File: config.mk
export PLATFORM = sky130hd
export DESIGN_NAME = swseq_top
export DESIGN_NICKNAME = d
export VERILOG_FILES = /design/src/swseq_pkg.sv /design/src/swseq_top.sv
export SDC_FILE = /design/constraint.sdc
export NUM_CORES = 1
export LEC_CHECK = 0
export ABC_AREA = 1
export BUFFER_PORTS_ARGS = -buffer_cell sky130_fd_sc_hd__buf_2
export CORE_ASPECT_RATIO = 0.7
export CORE_MARGIN = 2
export CORE_UTILIZATION = 55
export CTS_CLUSTER_DIAMETER = 200
export CTS_CLUSTER_SIZE = 14
export DETAILED_ROUTE_END_ITERATION = 16
export PLACE_DENSITY = 0.88
export SLEW_MARGIN = 20
export SYNTH_ARGS = -nofsm -noshare
export SYNTH_HDL_FRONTEND = slang
export SYNTH_SLANG_ARGS = --single-unit
File: constraint.sdc
create_clock -name clk -period 2.4 [get_ports clk]
set_input_delay 0.24 -clock clk [delete_from_list [all_inputs] [get_ports clk]]
set_output_delay 0.24 -clock clk [all_outputs]
set_load 0.1 [all_outputs]
File: src/swseq_pkg.sv
// Constants and types for the sweep digitiser sequencer
package swseq_pkg;
    localparam int          CLK_HZ         = 50000000;
    localparam int          CONV_CLK_HZ    = 1000000;
    localparam int          CONV_DIV       = CLK_HZ / CONV_CLK_HZ;
    localparam int          BUCKETS        = 601;
    localparam int          ADC_BITS       = 10;
    localparam logic [2:0]  TRIG_FREE      = 3'h0;
    localparam logic [2:0]  TRIG_SINGLE    = 3'h1;
    localparam logic [2:0]  TRIG_EXT       = 3'h2;
    localparam logic [2:0]  TRIG_VIDEO     = 3'h3;
    localparam logic [2:0]  TRIG_LINE      = 3'h4;
    localparam logic [1:0]  SRC_POS        = 2'h0;
    localparam logic [1:0]  SRC_NEG        = 2'h1;
    localparam logic [1:0]  SRC_SAMPLE     = 2'h2;
    localparam logic [1:0]  SRC_RAMP       = 2'h3;
    typedef enum logic [2:0] {SWSEQ_IDLE, SWSEQ_ARM, SWSEQ_START, SWSEQ_BIT, SWSEQ_DONE} swseq_state_t;
endpackage : swseq_pkg

File: src/swseq_top.sv
// Sweep digitiser conversion sequencer with trigger select and detector reset timing
// Operation
// - Conversions are successive approximation, resolving one bit per step from the MSB down.
// - The sequencer starts conversions only when the start/stop control permits; a conversion once started runs to its end.
// - In alternating peak mode the converter input alternates between positive and negative detector.
// - The ramp counter value can be switched into the converter for comparison with the sweep ramp.
// - The positive peak detector is reset at the end of every bucket, 601 buckets a sweep.
// - The negative peak detector is reset only at the end of every second bucket.
// - Five trigger sources exist: free run, single, external, video and line.
// - Free run and single triggers come from the 1 MHz converter clock.
// - A qualified trigger from the selected source drives sweep_active high.
// - With a digital video filter of 1 Hz to 100 Hz, sample detection replaces peak detection.
`timescale 1ns/10ps
module swseq_top #(
    parameter int NBITS   = swseq_pkg::ADC_BITS,
    parameter int NBUCKET = swseq_pkg::BUCKETS
) (
    input  wire logic             clk,
    input  wire logic             reset,
    input  wire logic             conv_enable,
    input  wire logic [2:0]       trig_select,
    input  wire logic             single_arm,
    input  wire logic             ext_trigger,
    input  wire logic             video_trigger,
    input  wire logic             line_trigger,
    input  wire logic             alt_peak_mode,
    input  wire logic             digital_vbw,
    input  wire logic             ramp_compare,
    input  wire logic             comparator,
    output logic                  sweep_active,
    output logic [1:0]            adc_source,
    output logic [NBITS-1:0]      dac_value,
    output logic [NBITS-1:0]      conv_result,
    output logic                  conv_valid,
    output logic [9:0]            bucket_index,
    output logic                  pos_peak_reset,
    output logic                  neg_peak_reset,
    output logic                  sweep_done
);
    localparam int DW = $clog2(swseq_pkg::CONV_DIV);
    localparam int BW = $clog2(NBITS);
    localparam logic [DW-1:0] DIV_LAST = DW'(swseq_pkg::CONV_DIV - 1);
    localparam logic [9:0]    LAST_BKT = 10'(NBUCKET - 1);

    swseq_pkg::swseq_state_t state, next_state;
    logic [DW-1:0]    div_cnt, next_div_cnt;
    logic [BW-1:0]    bit_idx, next_bit_idx;
    logic [NBITS-1:0] sar, next_sar;
    logic [NBITS-1:0] next_conv_result;
    logic [9:0]       next_bucket_index;
    logic [1:0]       next_adc_source;
    logic             next_sweep_active, next_conv_valid, next_pos_reset, next_neg_reset, next_sweep_done;
    logic             phase, next_phase;
    logic             single_pend, next_single_pend;
    logic             conv_tick, trig_hit;

    // Converter clock tick from the system clock
    assign conv_tick = (div_cnt == DIV_LAST);

    always_comb begin
        case (trig_select)
            swseq_pkg::TRIG_FREE:   trig_hit = conv_tick;
            swseq_pkg::TRIG_SINGLE: trig_hit = conv_tick && single_pend;
            swseq_pkg::TRIG_EXT:    trig_hit = ext_trigger;
            swseq_pkg::TRIG_VIDEO:  trig_hit = video_trigger;
            swseq_pkg::TRIG_LINE:   trig_hit = line_trigger;
            default:                trig_hit = 1'b0;
        endcase
    end

    always_comb begin
        next_state        = state;
        next_div_cnt      = conv_tick ? '0 : div_cnt + 1'b1;
        next_bit_idx      = bit_idx;
        next_sar          = sar;
        next_conv_result  = conv_result;
        next_bucket_index = bucket_index;
        next_adc_source   = adc_source;
        next_sweep_active = sweep_active;
        next_conv_valid   = 1'b0;
        next_pos_reset    = 1'b0;
        next_neg_reset    = 1'b0;
        next_sweep_done   = 1'b0;
        next_phase        = phase;
        next_single_pend  = single_pend || single_arm;
        case (state)
            swseq_pkg::SWSEQ_IDLE: begin
                if (conv_enable) begin
                    next_state = swseq_pkg::SWSEQ_ARM;
                end
            end
            swseq_pkg::SWSEQ_ARM: begin
                if (!conv_enable) begin
                    next_state = swseq_pkg::SWSEQ_IDLE;
                end else if (trig_hit) begin
                    next_sweep_active = 1'b1;
                    next_bucket_index = '0;
                    next_phase        = 1'b0;
                    if (trig_select == swseq_pkg::TRIG_SINGLE) begin
                        // An arm landing in the trigger cycle is kept for the next sweep
                        next_single_pend = single_arm;
                    end
                    next_state = swseq_pkg::SWSEQ_START;
                end
            end
            swseq_pkg::SWSEQ_START: begin
                if (!conv_enable) begin
                    next_sweep_active = 1'b0;
                    next_state        = swseq_pkg::SWSEQ_IDLE;
                end else if (conv_tick && sweep_active) begin
                    if (ramp_compare) begin
                        next_adc_source = swseq_pkg::SRC_RAMP;
                    end else if (digital_vbw) begin
                        next_adc_source = swseq_pkg::SRC_SAMPLE;
                    end else if (alt_peak_mode) begin
                        next_adc_source = phase ? swseq_pkg::SRC_NEG : swseq_pkg::SRC_POS;
                    end else begin
                        next_adc_source = swseq_pkg::SRC_POS;
                    end
                    next_sar     = {1'b1, {(NBITS-1){1'b0}}};
                    next_bit_idx = BW'(NBITS - 1);
                    next_state   = swseq_pkg::SWSEQ_BIT;
                end
            end
            swseq_pkg::SWSEQ_BIT: begin
                if (conv_tick) begin
                    // Comparator high means trial value exceeds input: drop the bit
                    if (comparator) begin
                        next_sar[bit_idx] = 1'b0;
                    end
                    if (bit_idx == '0) begin
                        next_state = swseq_pkg::SWSEQ_DONE;
                    end else begin
                        next_sar[bit_idx - 1'b1] = 1'b1;
                        next_bit_idx = bit_idx - 1'b1;
                    end
                end
            end
            swseq_pkg::SWSEQ_DONE: begin
                next_conv_result = sar;
                next_conv_valid  = 1'b1;
                next_pos_reset   = 1'b1;
                next_neg_reset   = phase;
                next_phase       = ~phase;
                if (bucket_index == LAST_BKT) begin
                    next_sweep_active = 1'b0;
                    next_sweep_done   = 1'b1;
                    next_state        = swseq_pkg::SWSEQ_IDLE;
                end else begin
                    next_bucket_index = bucket_index + 1'b1;
                    next_state        = swseq_pkg::SWSEQ_START;
                end
            end
            default: next_state = swseq_pkg::SWSEQ_IDLE;
        endcase
    end

    always_ff @(posedge clk or posedge reset) begin
        if (reset) begin
            state          <= swseq_pkg::SWSEQ_IDLE;
            div_cnt        <= '0;
            bit_idx        <= '0;
            sar            <= '0;
            conv_result    <= '0;
            bucket_index   <= '0;
            adc_source     <= swseq_pkg::SRC_POS;
            sweep_active   <= 1'b0;
            conv_valid     <= 1'b0;
            pos_peak_reset <= 1'b0;
            neg_peak_reset <= 1'b0;
            sweep_done     <= 1'b0;
            phase          <= 1'b0;
            single_pend    <= 1'b0;
        end else begin
            state          <= next_state;
            div_cnt        <= next_div_cnt;
            bit_idx        <= next_bit_idx;
            sar            <= next_sar;
            conv_result    <= next_conv_result;
            bucket_index   <= next_bucket_index;
            adc_source     <= next_adc_source;
            sweep_active   <= next_sweep_active;
            conv_valid     <= next_conv_valid;
            pos_peak_reset <= next_pos_reset;
            neg_peak_reset <= next_neg_reset;
            sweep_done     <= next_sweep_done;
            phase          <= next_phase;
            single_pend    <= next_single_pend;
        end
    end

    // Trial word follows the SAR register directly
    assign dac_value = sar;
endmodule : swseq_top

==> results of run 1 <==
## worst max path at each step
stage / startpoint / endpoint / slack [ns] / depth (start not counted)
2_1_floorplan: bucket_index[0]$_DFFE_PP0P_ / bucket_index[0]$_DFFE_PP0P_ / 0.12 / 11
3_3_place_gp: bit_idx[0]$_DFFE_PP0P_ / state[1]$_DFFE_PP0P_ / 0.67 / 7
3_5_place_dp: bit_idx[0]$_DFFE_PP0P_ / state[1]$_DFFE_PP0P_ / 0.54 / 7
4_1_cts: bit_idx[0]$_DFFE_PP0P_ / state[1]$_DFFE_PP0P_ / 0.53 / 7
5_1_grt: bit_idx[0]$_DFFE_PP0P_ / state[1]$_DFFE_PP0P_ / 0.32 / 7
6_report: bit_idx[0]$_DFFE_PP0P_ / state[1]$_DFFE_PP0P_ / 0.51 / 7
## final cells by class
cell class                 count  area share (%)
sequential                    51            38.4
timing repair buffer          54            8.51
clock buffer                   5            2.07
multi-input combinational    239            40.7
tap                           69            2.60
inverter                      56            6.59
clock inverter                 2            1.13
## report_power, final
group / total (mW) / switching, mW / internal [mW]
sequential: 1.26 / 0.206 / 1.06
combinational: 2.22 / 1.79 / 0.430
clock: 0.590 / 0.285 / 0.305
total: 4.07 / 2.28 / 1.79
## cells by family after synthesis
| group | share of synthesized area [%] |
|---|---|
| simple gates | 26.6 |
| flops | 44.3 |
| buf+inv | 8.70 |
| xor+xnor | 1.52 |
| compound gates | 14.6 |
| fa+ha+maj | 3.91 |
| mux | 0.348 |
## worst max-delay path: stages, from the launching register on
cell and delay, ns:
dfrtp_1 0.47, inv_1 0.15, ha_1 0.31, nand2_1 0.24, o21ai_0 0.23, nand3_1 0.19
nand2_1 0.11, o21ai_1 0.08
## synth_stat cells (2+ instances only)
| cell | number |
|---|---|
| o21ai_2 | 12 |
| o21ai_1 | 12 |
| nor2_4 | 2 |
| a21oi_1 | 8 |
| or2_2 | 4 |
| nand3_1 | 18 |
| nand2_2 | 3 |
| nand4_1 | 6 |
| ha_1 | 9 |
| o22ai_2 | 3 |
| nor3_1 | 5 |
| o21bai_1 | 2 |
| nor2_1 | 25 |
| nand3_4 | 2 |
| a31oi_1 | 9 |
| o21ai_0 | 18 |
| xor2_1 | 4 |
| inv_2 | 3 |
| clkbuf_1 | 2 |
| nand2_1 | 86 |
| inv_1 | 50 |
| dfrtp_1 | 51 |
## sequential cells by signal (all words and copies together), names as in the netlist
name            cells
adc_source          2
dac_value          10
phase               1
single_pend         1
pos_peak_reset      1
div_cnt             6
bucket_index       10
sweep_active        1
state               3
sweep_done          1
bit_idx             4
conv_result        10
neg_peak_reset      1
## metal layers
| metal | vias up | track usage (%) |
|---|---|---|
| met4 | 0 | 6.54 |
| met5 | - | 0 |
| met3 | 14 | 4.07 |
| met1 | 1170 | 34.0 |
| li1 | 1250 | - |
| met2 | 103 | 40.2 |
## through the flow
stage / power [mW] / util [%] / area (µm²)
floorplan: 3.10 / - / 2880
global placement: 3.44 / 65.2 / 3210
detailed placement: 3.48 / 65.2 / 3210
CTS: 4.08 / 67.6 / 3320
global route: 4.29 / 67.6 / 3320
finish: 4.07 / 67.6 / 3320
==> results.toml, run 1 <==
[grt]
grt_pass1_vias = 2444
antenna_found_initial = 0
grt_max_degree = 25
grt.total_usage_pct = 24.4
grt-ovfl-total = 0
grt_pass1_wl_mm = 11.5

[synth]
yosysSeqAreaShare_pct = 44.3
synth_area_um2 = 2880
yosysWarnings = 0
avgSynthCellArea_um2 = 8.20
async_flop_share_pct = 100
synth_flop_cell = "dfrtp_1"
synth_edf_count = 0
synth_cells = 351
yosysTopAreaCellShare_pct = 44.3
syn_nets = 374
synthTopCellsByArea = "dfrtp_1 44%, nand2_1 11%, inv_1 6.5%"
ys_ff_latch = 51
synth_top_area_cell = "dfrtp_1"
ys_types = 39

[detailed_routing]
drtAntennaViolNets = 0
met1Wirelength_mm = 3.07
wirelength_mm = 6.51
num_vias = 2537
avgViaCountPerCell = 5.33
drc = 0
top_layer = "met4"
wl_met3_um = 412
dr.pass1.iters = 5
drt-initial-drc-count = 157
post_drt_wl_per_cell_um = 13.7
wl_met2_mm = 2.93

[hold_path]
hold_depth = 2
hold_end = "single_pend$_DFF_PP0_"
hp-start = "single_arm"
holdCritPathClass = "in2reg"

[finish]
seq_area_um2 = 1280
area_delta_synth_final_pct = 15.4
mostFrequentLayoutCells = "86 x nand2_1, 51 x dfrtp_1, 50 x buf_2, 49 x inv_1, 25 x nor2_1"
nFillCells = 426
final_cells = 476
multi_input_area_um2 = 1350
num_antenna_cells = 0
final_common_cell = "nand2_1"
layout.nets = 430
layout-drive-gt1-share_pct = 24.3

[critical_path]
cp_data_required_time_ns = 2.59
arrival_ns = 2.08
reg2regPathDepth = 7
worstSetupPathType = "reg2reg"
startpoint_type = "flip-flop"
reg2reg_to = "state[1]$_DFFE_PP0P_"
end_kind = "flip-flop"
path_max_fanout = 7
rr_startpoint = "bit_idx[0]$_DFFE_PP0P_"
r2r_slack_ns = 0.51

[die]
row_count = 21
initial_core_util_pct = 58.6
fp.dieArea_um2 = 5840
fp.dieH_um = 64.5
fp.coreArea_um2 = 4910
die-width_um = 90.5
io_pins = 51

[clock_tree]
ctsHtreeMaxLevel = 2
cts_tree = "built"
cts_sinks = 51
cts_resized = 0
cts-root-buf = "clkbuf_8"
hold_buffers = 1
clk_pin_slew_ns = 0.09
cts_buffers = 5
clock_latency_ns = 0.30
cts_setup_buffers = 0
clk_path_buf_depth = 2

[power]
leakage_nw = 1.75
peakVddDrop_mv = 1.32
powerDensity_nw_per_um2 = 1230

[place]
place.gp.congestion = 0.897
dpl_worst_slack_ns = 0.545
dp.cells = 468
io_buffers = 50
place_hpwl_mm = 4.93

[sta]
final.setup.worst_slack_ns = 0.511
hold-worst-slack_ns = 0.140
max_freq_mhz = 530
worst_pin_slew_ns = 0.593
period_share_pct = 78.7
fin_setup_tns_ns = 0
rsz0062_at_grt = "false"
slew_violations = 0
fin_skew_ns = 0.00390
period_minus_slack_ns = 1.89
setup_viol = 0
hold_violations = 0
slew_headroom_pct = 60.4

[flow_run]
maxCapViolations = 0

[outcome]
outcome = "complete, no violations"
Note: power is estimated with default switching activity, not from simulation.
==> inputs of run 2 (changes only) <==
ABC_AREA = 0   (was 1)
clock period = 1.8 ns   (was 2.4 ns; I/O delays follow)
==> run 2 against run 1 <==
  * The run now ends with negative setup slack left
  * Die area down 5.5%
  * Via count fell by 8.1%
  * Count of clock-buffer cells in the layout increased by 1
==> results.toml, run 2 <==
[die]
row_count = 21
fp.coreArea_um2 = 4760
die-width_um = 87.9
fp.dieArea_um2 = 5510
initial_core_util_pct = 57.0
fp.dieH_um = 62.7
io_pins = 51

[critical_path]
end_kind = "flip-flop"
arrival_ns = 2.01
reg2reg_to = "bucket_index[6]$_DFFE_PP0P_"
startpoint_type = "flip-flop"
cp_data_required_time_ns = 2.00
worstSetupPathType = "reg2reg"
r2r_slack_ns = -0.005
cp-startpoint = "state[1]$_DFFE_PP0P_"
path_max_fanout = 19
reg2regPathDepth = 6
rr_startpoint = "state[1]$_DFFE_PP0P_"
setup.worst_path.end = "bucket_index[6]$_DFFE_PP0P_"

[detailed_routing]
num_vias = 2331
drc = 0
dr.pass1.iters = 4
wirelength_mm = 6.32
drtAntennaViolNets = 0
drt-initial-drc-count = 159
avgViaCountPerCell = 5.50
post_drt_wl_per_cell_um = 14.9

[place]
place.gp.congestion = 0.916
io_buffers = 50
place_hpwl_mm = 4.40
postPlaceCellArea_um2 = 3200

[finish]
layout.nets = 377
num_antenna_cells = 0
layout-drive-gt1-share_pct = 36.9
nFillCells = 331
mostFrequentLayoutCells = "51 x buf_2, 40 x dfrtp_1, 31 x nor2_1, 29 x buf_4, 23 x o21ai_0"
design_area_um2 = 3430
final_common_cell = "buf_2"
area_delta_synth_final_pct = 26.5

[sta]
slew_headroom_pct = 58.7
worst_pin_slew_ns = 0.619
period_share_pct = 100
period_minus_slack_ns = 1.81
max_freq_mhz = 554
rsz0062_at_grt = "true"
slew_violations = 0
setup_viol = 1
hold_violations = 0
final.setup.worst_slack_ns = -0.00530
fin_skew_ns = 0.00563

[outcome]
failed_checks = "negative setup slack"
outcome = "complete, but fails checks"

[grt]
grt_pass1_wl_mm = 10.5
grt-ovfl-total = 0
met1_usage_pct = 31.5
grt_pass1_vias = 2303
grt.total_usage_pct = 23.8
grt_busiest_layer = "met2"
grt_max_degree = 52
grtUsageMet3_pct = 4.49
grt.met2_usage_pct = 40.8
antenna_found_initial = 0

[synth]
synth_flop_cell = "dfrtp_1"
synth_edf_count = 0
ys_types = 52
synth_commonest_cells = "51 x dfrtp_1, 31 x nor2_1, 25 x o21ai_0, 22 x nand2_1, 18 x a21oi_1"
synth_top_area_cell = "dfrtp_1"
syn_nets = 302
async_flop_share_pct = 100
synthTopCellsByArea = "dfrtp_1 47%, o21ai_0 4.6%, nor2_1 4.3%"
synth_area_um2 = 2710
yosysTopAreaCellShare_pct = 47.1
yosysWarnings = 0
yosysSeqAreaShare_pct = 47.1
ys_ff_latch = 51
avgSynthCellArea_um2 = 9.71
synth_cells = 279
synth_most_common_cell = "dfrtp_1"

[hold_path]
holdCritPathClass = "in2async"

[clock_tree]
hold_buffers = 0
cts-root-buf = "clkbuf_8"
clk_path_buf_depth = 2
clock_latency_ns = 0.30
cts_sinks = 51
ctsHtreeMaxLevel = 2
cts_buffers = 5
cts_tree = "built"
clk_pin_slew_ns = 0.09

[flow_run]
maxCapViolations = 0
[run 2: how the worst min path moves through the flow]
stage / end / slack (ns) / cells after the start
after floorplan: single_pend$_DFF_PP0_ / 0.33 / 2
after global placement: conv_result[1]$_DFFE_PP0P_ / 0.37 / 3
after detailed placement: conv_result[1]$_DFFE_PP0P_ / 0.39 / 3
after CTS: conv_result[1]$_DFFE_PP0P_ / 0.06 / 3
after global routing: dac_value[1]$_DFFE_PP0P_ / 0.10 / 3
final: conv_result[1]$_DFFE_PP0P_ / 0.03 / 3
[run 2: kinds of logic (layout without fill, tap and decap cells)]
logic type                 Yosys count  count (layout)  share of synthesized area, %
and+or+nand+nor                    103             103                          20.9
AOI/OAI and AO/OA                   66              66                          14.8
DFF                                 51              51                          47.1
buffers and inverters               27             103                          4.62
xor gates and xnor gates            12              12                          3.88
muxes                               11              11                          4.52
adders and majority gates            9               9                          4.16
[run 2: layout make-up]
class                           instances  area (µm²)  area share [%]
Sequential cell                        51        1290            37.6
Inverter                               15        56.3            1.64
Tap cell                               69        86.3            2.52
Clock buffer                            6        72.6            2.12
Clock inverter                          2        60.1            1.75
Multi-Input combinational cell        201        1390            40.5
Timing Repair Buffer                   80         473            13.8
[run 2: repair_timing]
item | CTS | global route
resized for setup | 5 | 12
cloned | 0 | 2
pin swaps | 1 | 7
setup buffers | 0 | 3
setup endpoints to repair | 13 | 28
[run 2: worst max-delay path, cell delays in order (launching register included)]
cell,delay [ns]
dfrtp_1,0.51
nor3b_2,0.39
buf_4,0.32
nand3_1,0.13
nor2_1,0.16
xnor2_1,0.14
nor2_1,0.06
[run 2: per-stage QoR]
stage	TNS, ns	hold WS [ns]	util, %	setup WS, ns	std cells
4_1_cts	0	0.0616	70.5	0.00620	419
3_5_place_dp	-0.0495	0.387	67.2	-0.0369	411
2_1_floorplan	-0.0666	0.334	-	-0.0514	279
5_1_grt	-0.410	0.101	72.1	-0.112	424
6_report	-0.00530	0.0349	72.1	-0.00530	424
3_3_place_gp	0	0.373	67.2	0.0307	411
[run 2: layer usage]
| metal | routed length [µm] | vias up |
|---|---|---|
| met5 | 0 | - |
| met4 | 41 | 0 |
| met3 | 314 | 7 |
| met2 | 3190 | 79 |
| met1 | 2780 | 1132 |
| li1 | - | 1113 |
Power of run 2 is left out: the tool's default activity adds up to more than one toggle a clock period on the data nets, which glitch-free logic cannot reach.
